--- src/verilog/adc_readout_pkg.sv ---
`default_nettype none
package adc_readout_pkg;
    // result width of the larger variant, the smaller one uses 12
    localparam int RESULT_BITS = 14;
    // depth of the sample queue ahead of the shifter
    localparam int QUEUE_DEPTH = 8;
    // width of the edge counters, which saturate at 63 on longer frames
    localparam int EDGE_CNT_W = 6;
    // falling edge that carries the first result bit
    localparam logic [EDGE_CNT_W-1:0] FIRST_DATA_EDGE = 6'h02;
    // rising edges beyond the result width that complete a frame
    localparam logic [EDGE_CNT_W-1:0] EXTRA_RISE_EDGES = 6'h02;
    // reset value of the data outputs and their enables
    localparam logic SERIAL_OUT_RST = 1'b0;
    localparam logic SERIAL_OE_RST = 1'b0;

    // frame state of the readout shifter
    typedef enum logic {
        FRAME_IDLE,
        FRAME_ACTIVE
    } frame_state_e;
endpackage
`default_nettype wire

--- src/verilog/dual_adc_serial_readout.sv ---
// Operation
// one select-low period is one frame
// select fall enables outputs driving zero
// host waits setup before first falling clock
// edge one zero, then MSB first
// zeros after last result bit
// sampling resumes once conversion completes
// select rise ends frame, outputs released
// wide variant needs sixteen rising edges
// narrow variant needs fourteen rising edges
// early select rise aborts, resumes sampling
// bits sent before abort stay valid
// host holds select high for acquisition
// results shift out as two's complement
// setup from select fall is 15 ns
// host captures on following rising edge
`timescale 1ns/10ps
`default_nettype none
module dual_adc_serial_readout #(
    parameter int RES = adc_readout_pkg::RESULT_BITS,
    parameter int DEPTH = adc_readout_pkg::QUEUE_DEPTH
) (
    // clock and reset
    input wire logic clk,
    input wire logic rst_n,
    // serial link pins from the host
    input wire logic selectN,
    input wire logic serialClock,
    // serial data pins, output and enable each
    output logic channel_a_serial_out,
    output logic channelASerialOe,
    output logic channel_b_serial_out,
    output logic channelBSerialOe,
    // converted samples in, two's complement per channel
    input wire logic sampleValid,
    output logic sampleReady,
    input wire logic [RES-1:0] sampleA,
    input wire logic [RES-1:0] sampleB,
    // status
    output logic sampling,
    output logic frameDone,
    output logic frameAbort,
    output logic frameUnderrun,
    output var adc_readout_pkg::frame_state_e frameState,
    output logic [adc_readout_pkg::EDGE_CNT_W-1:0] riseEdgeCount
);
    import adc_readout_pkg::*;

    localparam logic [EDGE_CNT_W-1:0] LAST_DATA_EDGE =
        EDGE_CNT_W'(RES) + FIRST_DATA_EDGE - 1'b1;
    localparam logic [EDGE_CNT_W-1:0] NEEDED_RISES =
        EDGE_CNT_W'(RES) + EXTRA_RISE_EDGES;
    localparam logic [EDGE_CNT_W-1:0] CNT_MAX = '1;

    typedef struct packed {
        logic [1:0] selSync;
        logic selPrev;
        logic [1:0] clkSync;
        logic clkPrev;
        frame_state_e state;
        logic [EDGE_CNT_W-1:0] fallCnt;
        logic [EDGE_CNT_W-1:0] riseCnt;
        logic [RES-1:0] shiftA;
        logic [RES-1:0] shiftB;
        logic outA;
        logic outB;
        logic oe;
        logic converting;
        logic done;
        logic abort;
        logic underrun;
        logic acquiring;
    } readout_s;

    readout_s st_r;
    readout_s st_nxt;
    logic [2*RES-1:0] queueOut;
    logic queueValid;
    logic queueReady;
    logic queueInReady;
    logic selFall;
    logic selRise;
    logic clkFall;
    logic clkRise;

    ////////////////////////////////////////////////////////////////////////
    // sample queue, drained one pair per frame start
    sample_fifo #(
        .WIDTH(2 * RES),
        .DEPTH(DEPTH)
    ) sample_fifo_inst (
        .clk(clk),
        .rst_n(rst_n),
        .inValid(sampleValid),
        .inReady(queueInReady),
        .inData({sampleA, sampleB}),
        .outValid(queueValid),
        .outReady(queueReady),
        .outData(queueOut)
    );

    ////////////////////////////////////////////////////////////////////////
    // saturating edge counter step
    function automatic logic [EDGE_CNT_W-1:0] step(
        input logic [EDGE_CNT_W-1:0] c);
        step = (c == CNT_MAX) ? c : c + 1'b1;
    endfunction

    // edges seen on the synchronised pins, second stage onward only
    assign selFall = st_r.selPrev && !st_r.selSync[1];
    assign selRise = !st_r.selPrev && st_r.selSync[1];
    assign clkFall = st_r.clkPrev && !st_r.clkSync[1];
    assign clkRise = !st_r.clkPrev && st_r.clkSync[1];
    // a new sample is taken only as a frame opens
    assign queueReady = selFall && (st_r.state == FRAME_IDLE);

    ////////////////////////////////////////////////////////////////////////
    // frame sequencer and shifters
    always_comb begin
        st_nxt = st_r;
        st_nxt.selSync = {st_r.selSync[0], selectN};
        st_nxt.selPrev = st_r.selSync[1];
        st_nxt.clkSync = {st_r.clkSync[0], serialClock};
        st_nxt.clkPrev = st_r.clkSync[1];
        st_nxt.done = 1'b0;
        st_nxt.abort = 1'b0;
        st_nxt.underrun = 1'b0;
        case (st_r.state)
            FRAME_IDLE: begin
                if (selFall) begin
                    st_nxt.state = FRAME_ACTIVE;
                    st_nxt.oe = 1'b1;
                    st_nxt.outA = 1'b0;
                    st_nxt.outB = 1'b0;
                    st_nxt.fallCnt = '0;
                    st_nxt.riseCnt = '0;
                    st_nxt.converting = 1'b1;
                    // results pass through unchanged, two's complement
                    if (queueValid) begin
                        st_nxt.shiftA = queueOut[2*RES-1:RES];
                        st_nxt.shiftB = queueOut[RES-1:0];
                    end else begin
                        st_nxt.shiftA = '0;
                        st_nxt.shiftB = '0;
                        st_nxt.underrun = 1'b1;
                    end
                end
            end
            FRAME_ACTIVE: begin
                if (selRise) begin
                    // frame closes, pins released at once
                    st_nxt.state = FRAME_IDLE;
                    st_nxt.oe = 1'b0;
                    st_nxt.outA = 1'b0;
                    st_nxt.outB = 1'b0;
                    st_nxt.converting = 1'b0;
                    if (st_r.riseCnt < NEEDED_RISES) begin
                        st_nxt.abort = 1'b1;
                    end else begin
                        st_nxt.done = 1'b1;
                    end
                end else begin
                    if (clkFall) begin
                        st_nxt.fallCnt = step(st_r.fallCnt);
                        if (st_nxt.fallCnt >= FIRST_DATA_EDGE &&
                            st_nxt.fallCnt <= LAST_DATA_EDGE) begin
                            st_nxt.outA = st_r.shiftA[RES-1];
                            st_nxt.outB = st_r.shiftB[RES-1];
                            st_nxt.shiftA = {st_r.shiftA[RES-2:0], 1'b0};
                            st_nxt.shiftB = {st_r.shiftB[RES-2:0], 1'b0};
                        end else begin
                            st_nxt.outA = 1'b0;
                            st_nxt.outB = 1'b0;
                        end
                        if (st_nxt.fallCnt == LAST_DATA_EDGE) begin
                            st_nxt.converting = 1'b0;
                        end
                    end
                    if (clkRise) begin
                        st_nxt.riseCnt = step(st_r.riseCnt);
                    end
                end
            end
            default: begin
                st_nxt.state = FRAME_IDLE;
                st_nxt.oe = 1'b0;
            end
        endcase
        // acquisition flag tracks conversion, registered for the pin
        st_nxt.acquiring = !st_nxt.converting;
    end

    // state register, select idles high, clock idles low
    always_ff @(posedge clk or negedge rst_n) begin
        if (!rst_n) begin
            st_r <= '{selSync: 2'h3, selPrev: 1'b1, clkSync: 2'h0,
                      clkPrev: 1'b0, state: FRAME_IDLE, fallCnt: '0,
                      riseCnt: '0, shiftA: '0, shiftB: '0,
                      outA: SERIAL_OUT_RST, outB: SERIAL_OUT_RST,
                      oe: SERIAL_OE_RST, converting: 1'b0, done: 1'b0,
                      abort: 1'b0, underrun: 1'b0, acquiring: 1'b1};
        end else begin
            st_r <= st_nxt;
        end
    end

    ////////////////////////////////////////////////////////////////////////
    // outputs straight from flops
    assign channel_a_serial_out = st_r.outA;
    assign channel_b_serial_out = st_r.outB;
    assign channelASerialOe = st_r.oe;
    assign channelBSerialOe = st_r.oe;
    assign sampleReady = queueInReady; // flop inside the queue
    assign sampling = st_r.acquiring;
    assign frameDone = st_r.done;
    assign frameAbort = st_r.abort;
    assign frameUnderrun = st_r.underrun;
    assign frameState = st_r.state;
    assign riseEdgeCount = st_r.riseCnt;
endmodule // dual_adc_serial_readout
`default_nettype wire

--- src/verilog/sample_fifo.sv ---
`timescale 1ns/10ps
`default_nettype none
module sample_fifo #(
    parameter int WIDTH = 28,
    parameter int DEPTH = adc_readout_pkg::QUEUE_DEPTH
) (
    // clock and reset
    input wire logic clk,
    input wire logic rst_n,
    // filling side
    input wire logic inValid,
    output logic inReady,
    input wire logic [WIDTH-1:0] inData,
    // draining side
    output logic outValid,
    input wire logic outReady,
    output logic [WIDTH-1:0] outData
);
    import adc_readout_pkg::*;

    localparam int AW = (DEPTH > 1) ? $clog2(DEPTH) : 1;
    localparam logic [AW:0] DEPTH_C = (AW+1)'(DEPTH);
    localparam logic [AW-1:0] LAST_C = AW'(DEPTH - 1);

    typedef struct packed {
        logic [AW-1:0] wrPtr;
        logic [AW-1:0] rdPtr;
        logic [AW:0] count;
        logic full;
        logic empty;
        logic notFull;
    } fifo_s;

    fifo_s st_r;
    fifo_s st_nxt;
    logic [WIDTH-1:0] mem [DEPTH];
    logic doPush;
    logic doPop;

    ////////////////////////////////////////////////////////////////////////
    // handshakes, flags come straight from flops
    assign doPush = inValid && !st_r.full;
    assign doPop = outReady && !st_r.empty;
    assign inReady = st_r.notFull;
    assign outValid = !st_r.empty;
    assign outData = mem[st_r.rdPtr];

    // pointer wrap for any depth
    function automatic logic [AW-1:0] bump(input logic [AW-1:0] p);
        bump = (p == LAST_C) ? '0 : p + 1'b1;
    endfunction

    // next pointers and flags
    always_comb begin
        st_nxt = st_r;
        if (doPush) begin
            st_nxt.wrPtr = bump(st_r.wrPtr);
        end
        if (doPop) begin
            st_nxt.rdPtr = bump(st_r.rdPtr);
        end
        case ({doPush, doPop})
            2'b10: st_nxt.count = st_r.count + 1'b1;
            2'b01: st_nxt.count = st_r.count - 1'b1;
            default: st_nxt.count = st_r.count;
        endcase
        st_nxt.full = (st_nxt.count == DEPTH_C);
        st_nxt.empty = (st_nxt.count == '0);
        st_nxt.notFull = !st_nxt.full;
    end

    // state register
    always_ff @(posedge clk or negedge rst_n) begin
        if (!rst_n) begin
            st_r <= '{wrPtr: '0, rdPtr: '0, count: '0, full: 1'b0,
                      empty: 1'b1, notFull: 1'b1};
        end else begin
            st_r <= st_nxt;
        end
    end

    // storage, no reset needed
    always_ff @(posedge clk) begin
        if (doPush) begin
            mem[st_r.wrPtr] <= inData;
        end
    end
endmodule // sample_fifo
`default_nettype wire
--- config.mk ---
export PLATFORM = sky130hd
export DESIGN_NAME = dual_adc_serial_readout
export DESIGN_NICKNAME = d
export VERILOG_FILES = /design/src/verilog/adc_readout_pkg.sv /design/src/verilog/dual_adc_serial_readout.sv /design/src/verilog/sample_fifo.sv
export SDC_FILE = /design/constraint.sdc
export NUM_CORES = 1
export LEC_CHECK = 0
export ABC_AREA = 1
export BUFFER_PORTS_ARGS = -buffer_cell sky130_fd_sc_hd__buf_4
export CAP_MARGIN = 20
export CORE_UTILIZATION = 25
export CTS_CLUSTER_DIAMETER = 200
export DETAILED_ROUTE_END_ITERATION = 8
export PLACE_DENSITY = 0.4
export SYNTH_ARGS = -nofsm -noshare
export SYNTH_HDL_FRONTEND = slang
export SYNTH_SLANG_ARGS = --single-unit
--- constraint.sdc ---
create_clock -name clk -period 7.6 [get_ports clk]
set_input_delay 1.52 -clock clk [delete_from_list [all_inputs] [get_ports clk]]
set_output_delay 1.52 -clock clk [all_outputs]
set_load 0.02 [all_outputs]
Yosys cells after proc, flatten, opt, wreduce, memory -nomap -nowiden. Memory sizes are Yosys's and may differ from the RTL's. Cells that the tools add are included.

Memories kept: 1. Bits in registers: 68. Word-level logic and storage cells: 101. Memory bits (writable): 224. Input bits: 33. Output and inout port bits: 16.

Memories: sample_fifo_inst.mem (depth 8, width 28, read ports 1, clocked after memory_dff 0, wr ports 1, line sample_fifo.sv:36) `logic [WIDTH-1:0] mem [DEPTH];`.

$lt $le $gt $ge: 3. Multiplexer cells: 29. Reduce and logical (&&, ||, !) cells: 22. Eq/ne operators: 16. $add $sub $neg: 6. Bitwise logic cells: 1.

Operators by type and width (number): $pmux W45 S2 (1); $mux W28 (2); $mux W45 (1); $mux W40 (1); $mux W30 (1); $mux W6 (4); $add A6 B1 Y6 const B (2); $eq A6 B6 Y1 const B (2); $mux W1 (12); $logic_and A1 B1 Y1 (8); $logic_not A1 Y1 (8); $mux W2 (4); $ne A2 B1 Y1 const B (4); $pmux W4 S2 (1); $reduce_and A4 Y1 (2); $add A3 B1 Y3 const B (2); $eq A3 B3 Y1 const B (2); $eq A6 B4 Y1 const B (1); $ge A6 B2 Y1 const B (1); $le A6 B4 Y1 const B (1); $lt A6 B5 Y1 const B (1); $mux W3 (2); $ne A2 B2 Y1 const B (3); $add A4 B1 Y4 const B (1); 9 further kinds (10).

Depth between registers and ports, before layout. Gate-level depths: netlist of run 1.

Depth in word-level cells: 9. Depth in mapped cells: 15. Gate-level depth less buffers: 14.

By module. From an unflattened synthesis of run 1, not the netlist that was laid out.

Cell total of the unflattened synthesis: 1044. Area, all modules: 12360.6 sq um.

By module, submodules not included: sample_fifo (times used 1, area each 9456.6 sq um, cells an instance 735); dual_adc_serial_readout (times used 1, area each 2904.0 sq um, cells an instance 309).

Worst setup path after synthesis of run 1. OpenSTA, ideal clock, no wires.

Path kind: input to register. From: input sampleValid. To: memory sample_fifo_inst.mem[1][0], enable pin. Cell stages on the path: 6. Arrival time: 3.214 ns. Setup time: 0.413 ns. Slack: 3.973 ns. Buffers on the path: 0. Cell sequence: inv_1 > nor2_1 > inv_1 > nor2_1 > inv_1 > nor2_1.

Longest elaborated chain between the ends: 3.

RTL lines: start: declaration (line dual_adc_serial_readout.sv:35) `input wire logic sampleValid,`; $logic_and A1 B1 Y1 (line sample_fifo.sv:42) `assign doPush = inValid && !st_r.full;`; $mux W1 (line sample_fifo.sv:84) `if (doPush) begin`; $mux W1 (not written as such) (line sample_fifo.sv:85) `mem[st_r.wrPtr] <= inData;`; end: declaration (line sample_fifo.sv:36).

Every way passes these cells.

Worst setup path in the final report of run 1.
From: register sample_fifo_inst.st_r[7] (netlist name). To: register st_r[31] (netlist name).

Longest elaborated chain between the ends: 4.

RTL lines: start: declaration (line sample_fifo.sv:34) `fifo_s st_r;`; start signal: assignment (line sample_fifo.sv:75) `st_r <= '{wrPtr: '0, rdPtr: '0, count: '0, full: 1'b0,`; start signal: assignment (line sample_fifo.sv:78) `st_r <= st_nxt;`; $mem_v2 Z8 W28; $mux W28 (line dual_adc_serial_readout.sv:139) `if (queueValid) begin`; $mux W45 (line dual_adc_serial_readout.sv:130) `if (selFall) begin`; $pmux W45 S2 (line dual_adc_serial_readout.sv:128) `case (st_r.state)`; end signal: assignment (line dual_adc_serial_readout.sv:196) `st_r <= '{selSync: 2'h3, selPrev: 1'b1, clkSync: 2'h0,`; end signal: assignment (line dual_adc_serial_readout.sv:203) `st_r <= st_nxt;`; end: declaration (line dual_adc_serial_readout.sv:75) `readout_s st_r;`.

Every way passes these cells. The select of a mux whose other input is x is not followed. A chain may end at the register's enable or synchronous reset.

==> flow_metrics.env, run 1 <==
export IMPL_grt_usage_pct=12.4
export IMPL_critPathArrivalTime_ns=3.79
export IMPL_timing_hold_ws_ns=0.356
export IMPL_post_route_period_util_pct=44.3
export IMPL_worstPathRequired_ns=8.02
export IMPL_synth_cell_types=37
export IMPL_syn_instance_count=1174
export IMPL_cts_setup_buffers=0
export IMPL_rsz0062_at_grt="false"
export IMPL_status="complete, no violations"
export IMPL_first_pass_iters=4
export IMPL_place_ws_ns=3.93
export IMPL_hold_violations=0
export IMPL_r2r_end="st_r[31]"
export IMPL_slew_headroom_pct=29.1
export IMPL_drc_errors=0
export IMPL_grt_ovfl_total=0
export IMPL_die_height_um=225
export IMPL_end_kind="register"
export IMPL_cts_root_buf="clkbuf_16"
export IMPL_grt_pass1_vias=7855
export IMPL_syn_cell_area_mm2=0.0124
export IMPL_antenna_cells=0
export IMPL_clock_latency_ns=0.57
export IMPL_antenna_found_initial=0
export IMPL_num_vias=8039
export IMPL_syn_to_final_growth_pct=16.6
export IMPL_tightest_slew_ns=1.06
export IMPL_p_per_area_mw_per_mm2=364
export IMPL_worst_path_buf_inv=2
export IMPL_die_x_um=225
export IMPL_reg2regPathDepth=8
export IMPL_place_congestion=0.754
export IMPL_drt_total_wl_mm=30.4
export IMPL_drtIter0Drc=452
export IMPL_drive_above_1_share_pct=12.7
export IMPL_hold_depth=0
export IMPL_cts_sinks=292
export IMPL_grt_pass1_wl_mm=47.6
export IMPL_fin_skew_ns=0.0368
export IMPL_wl_per_cell_um=16.1
export IMPL_rows=81
export IMPL_netlist_top_cells_count="nand2_1 (449), edfxtp_1 (224), nand3_1 (117), nor2_1 (84), dfrtp_1 (62)"
export IMPL_synth_seq_cells=292
export IMPL_cts_tree="yes"
export IMPL_hold_class="reg -> reg"
export IMPL_postRouteAntennaNets=0
export IMPL_syn_nets=1217
export IMPL_maxCapViolations=0
export IMPL_grt_max_degree=84
export IMPL_r2r_slack_ns=4.23
export IMPL_power_leakage_nw=5.80
export IMPL_cp_cell_sequence="clkinv_2 > buf_4 > o21ai_0 > nand3_1 > nand3_1 > nand2_1 > nand3_1 > nand2_1"
export IMPL_synth_area_leaders="edfxtp_1 (54%), nand2_1 (14%), dfrtp_1 (13%)"
export IMPL_max_clock_path_buffers=3
export IMPL_cts_resized=0
export IMPL_fp_dieArea_mm2=0.0505
export IMPL_setup_viol=0
export IMPL_yosys_area_top_type_share_pct=54.3
export IMPL_start_util_pct=25.3
export IMPL_clk_pin_slew_ns=0.05
export IMPL_core_area_mm2=0.0490
export IMPL_hpwlAfterDp_mm=16.8
export IMPL_fill_cells=5083
export IMPL_min_period_ns=3.37
export IMPL_path_common_cell="nand3_1"
export IMPL_ys_warn_count=0
export IMPL_ys_seq_area_share_pct=68.0
export IMPL_critPathLaunchType="register"
export IMPL_max_freq_ghz=0.297
export IMPL_async_flop_share_pct=23.3
export IMPL_viasPerCell=4.25
export IMPL_syn_avg_cell_area_um2=10.6
export IMPL_slew_violations=0
export IMPL_portBuffers=48
export IMPL_hold_start="st_nxt[54]"
export IMPL_synth_edf_count=224
export IMPL_crit_reg2reg_launch="sample_fifo_inst.st_r[7]"
export IMPL_synth_most_common_cell="nand2_1"
export IMPL_cp_max_fo=83
export IMPL_cts_made_buffers=36
export IMPL_critPathKind="reg -> reg"
export IMPL_htree_levels=2
export IMPL_critPathMaxStageDelay_ns=1.00
export IMPL_final_net_count=1247
export IMPL_slowest_stage="dfrtp_4"
export IMPL_synth_ff_type="edfxtp_1"
export IMPL_ir_drop_v=0.000139
export IMPL_synth_area_leader_cell="edfxtp_1"
export IMPL_tns_ns=0
export IMPL_worst_slack_ns=4.23
export IMPL_io_pins=49
export IMPL_crit_family="buffers and inverters"
export IMPL_cts_hold_fix_buffers=0
export IMPL_min_to="st_nxt[52]"
==> worst max path at each step <==
| stage | startpoint | to | slack (ns) | cells past startpoint |
|---|---|---|---|---|
| finish | sample_fifo_inst.st_r[7] | st_r[31] | 4.23 | 8 |
| floorplan | sampleValid | sample_fifo_inst.mem[1][0] | 3.97 | 6 |
| global route | sample_fifo_inst.st_r[7] | st_r[21] | 3.91 | 10 |
| global placement | sampleValid | sample_fifo_inst.mem[1][25] | 3.99 | 7 |
| CTS | sample_fifo_inst.st_r[7] | st_r[31] | 4.16 | 8 |
| detailed placement | sampleValid | sample_fifo_inst.mem[5][24] | 3.93 | 7 |
==> per-layer routing <==
metal	GRT usage (%)	vias up	wire length, um
li1	-	3970	-
met1	17.3	3901	15100
met2	19.3	123	13500
met3	2.68	45	1130
met4	3.69	0	602
met5	0	-	0
==> state kept, by name (all words and copies together) (netlist names), 4 cells and up <==
register	flops
sample_fifo_inst.mem	224
st_nxt	4
sample_fifo_inst.st_r	12
st_r	37
riseEdgeCount	6
==> power breakdown <==
group / total, mW / internal, mW / switching [mW]
clock network: 1.61 / 0.924 / 0.682
registers: 2.22 / 2.04 / 0.181
logic: 1.43 / 0.422 / 1.01
==> cell type report <==
class | instances | area [um2] | area share [%]
flip-flops and latches | 292 | 8440 | 58.4
multi-input cells | 777 | 3520 | 24.4
clock buffers | 48 | 956 | 6.61
well taps | 664 | 831 | 5.75
repair buffers | 55 | 413 | 2.86
inverters | 42 | 159 | 1.10
clock inverters | 14 | 135 | 0.935
==> placed cells by master (no fill, tap or decap), drive strengths merged <==
master,Yosys,layout
nand2,478,478
edfxtp,224,224
nand3,118,118
nor2,86,86
dfrtp,62,62
buf,47,55
clkbuf,16,48
o21ai,46,46
inv,41,41
clkinv,1,14
o22ai,10,10
ha,9,9
a21oi,8,8
dfstp,6,6
xnor2,4,4
or2,4,4
nand4,3,3
nor3,2,2
o221ai,2,2
o211ai,2,2
xor2,2,2
o31ai,2,2
fa,1,1
bufinv,0,1
==> per-stage QoR <==
step	instances	power, mW	util (%)	area, um2
finish	1892	5.26	29.5	14500
global route	1892	5.63	29.5	14500
CTS	1892	5.36	29.5	14500
detailed placement	1830	3.72	27.3	13400
global placement	1830	3.71	27.3	13400
floorplan	1174	3.25	-	12400
==> kinds of logic after synthesis <==
logic type / synth area share (%)
simple gates: 23.2
flops: 68.0
buf+inv: 4.08
compound gates: 3.19
fa+ha+maj: 1.07
xor+xnor: 0.424
Note: power is estimated with default switching activity, not from simulation.
==> run 2: changes to the inputs <==
Clock period 7.6 ns to 3.2 ns, I/O delays scaled along.
==> run 2 against run 1 <==
Core utilization increased by 0.40 points. First-iteration DRC count increased by 58%. Global-route usage increased by 0.76 points. Critical path type unchanged.
==> flow_metrics.env, run 2 (synthesis gave the netlist of run 1 again) <==
export IMPL_slew_violations=0
export IMPL_core_area_mm2=0.0490
export IMPL_antenna_found_initial=0
export IMPL_power_total_mw=12.6
export IMPL_max_clock_path_buffers=3
export IMPL_drt_total_wl_mm=32.3
export IMPL_status="complete, no violations"
export IMPL_hold_violations=0
export IMPL_start_util_pct=25.3
export IMPL_fp_dieArea_mm2=0.0505
export IMPL_grt_pass1_vias=8007
export IMPL_rsz0062_at_grt="false"
export IMPL_slew_headroom_pct=57.0
export IMPL_cts_made_buffers=36
export IMPL_cts_sinks=292
export IMPL_cts_resized=0
export IMPL_largest_register_ffs=224
export IMPL_drc_errors=0
export IMPL_die_x_um=225
export IMPL_cts_hold_fix_buffers=0
export IMPL_crit_family="adder cells"
export IMPL_die_height_um=225
export IMPL_p_per_area_mw_per_mm2=863
export IMPL_viasPerCell=4.26
export IMPL_rows=81
export IMPL_layout_commonest_cell="nand2_1"
export IMPL_critPathKind="reg -> reg"
export IMPL_path_common_cell="inv_1"
export IMPL_io_pins=49
export IMPL_place_congestion=0.744
export IMPL_drive_above_1_share_pct=13.7
export IMPL_min_period_ns=2.50
export IMPL_setup_viol=0
export IMPL_clock_latency_ns=0.56
export IMPL_htree_levels=2
export IMPL_postRouteAntennaNets=0
export IMPL_hpwlAfterDp_mm=19.7
export IMPL_worstPathRequired_ns=3.66
export IMPL_end_kind="register"
export IMPL_dpl_cell_area_mm2=0.0136
export IMPL_top_regs="sample_fifo_inst.mem x224, st_r x37, sample_fifo_inst.st_r x12"
export IMPL_grt_pass1_wl_mm=50.1
export IMPL_cts_setup_buffers=0
export IMPL_tns_ns=0
export IMPL_max_flop_register="sample_fifo_inst.mem"
export IMPL_drtIter0Drc=712
export IMPL_final_net_count=1262
export IMPL_power_leakage_nw=5.89
export IMPL_critPathLaunchType="register"
export IMPL_grt_max_degree=114
export IMPL_slowest_stage="dfstp_2"
export IMPL_portBuffers=48
export IMPL_final_core_utilization_pct=29.9
export IMPL_clk_pin_slew_ns=0.06
export IMPL_first_pass_iters=5
export IMPL_ir_drop_v=0.000405
export IMPL_worst_path_buf_inv=4
export IMPL_cts_tree="yes"
export IMPL_fin_skew_ns=0.0283
export IMPL_max_freq_ghz=0.400
export IMPL_worst_slack_ns=0.701
export IMPL_grt_ovfl_total=0
export IMPL_post_route_period_util_pct=78.1
export IMPL_fin_area_mm2=0.0147
export IMPL_num_vias=8127
export IMPL_hold_class="in -> async"
export IMPL_antenna_cells=0
export IMPL_wl_per_cell_um=16.9
export IMPL_tightest_slew_ns=0.644
export IMPL_final_cell_mix="nand2_1 (449), edfxtp_1 (224), nand3_1 (117)"
export IMPL_cts_root_buf="clkbuf_16"
export IMPL_maxCapViolations=0
export IMPL_cp_cell_sequence="inv_2 > nor2_1 > nand2_2 > nor2_4 > ha_1 > inv_1 > fa_1 > nand2_1 > o21ai_0 > inv_1 > nor2_1 > nand3_1 > a21oi_1 > inv_1"
export IMPL_grt_usage_pct=13.2
export IMPL_place_ws_ns=0.616
export IMPL_syn_to_final_growth_pct=18.2
export IMPL_critPathArrivalTime_ns=2.96
export IMPL_critPathMaxStageDelay_ns=0.53
export IMPL_cp_max_fo=5
-- run 2: cell types whose count changed in the layout (fill, tap and decap cells not counted), moves of 3 or more --
cell / previous run / this run
buf_4: 55 / 62
clkbuf_1: 11 / 8
buf_12: 0 / 8
clkinv_1: 10 / 16
-- run 2: cell type report --
type	instances	area [um2]
Multi-Input combinational cell	777	3520
Clock buffer	44	931
Sequential cell	292	8440
Fill cell	5064	34300
Tap cell	664	831
Clock inverter	20	145
Timing Repair Buffer	70	626
Inverter	42	159
-- run 2: metrics by stage --
stage	hold WS [ns]	cells
final	0.0993	1909
after global routing	0.144	1909
after CTS	0.127	1909
after detailed placement	0.337	1845
after global placement	0.337	1845
after floorplan	0.331	1174
-- run 2: routing by layer --
layer | GRT usage [%] | wire (um) | vias up
met2 | 18.7 | 13500 | 135
met3 | 2.18 | 1370 | 38
met5 | 0 | 0 | -
li1 | - | - | 4015
met1 | 20.2 | 16800 | 3939
met4 | 3.88 | 584 | 0
-- run 2: final timing paths --
check / startpoint / end / slack [ns] / depth (start not counted)
worst max-delay path: st_r[52] / sample_fifo_inst.inReady / 0.70 / 14
worst min-delay path: rst_n / st_r[27] / 0.1 / 1
worst max register to register: st_r[52] / sample_fifo_inst.inReady / 0.70 / 14
worst min register to register: st_nxt[54] / st_nxt[52] / 0.37 / 0
max in group asynchronous: rst_n / sample_fifo_inst.inReady / 2.42 / 2
min in group clk: selectN / st_nxt[54] / 0.21 / 1
-- run 2: where the power goes --
group | internal (mW) | total (mW) | switching [mW]
Sequential | 4.83 | 5.14 | 0.310
Combinational | 1.13 | 3.79 | 2.66
Clock | 2.09 | 3.71 | 1.62
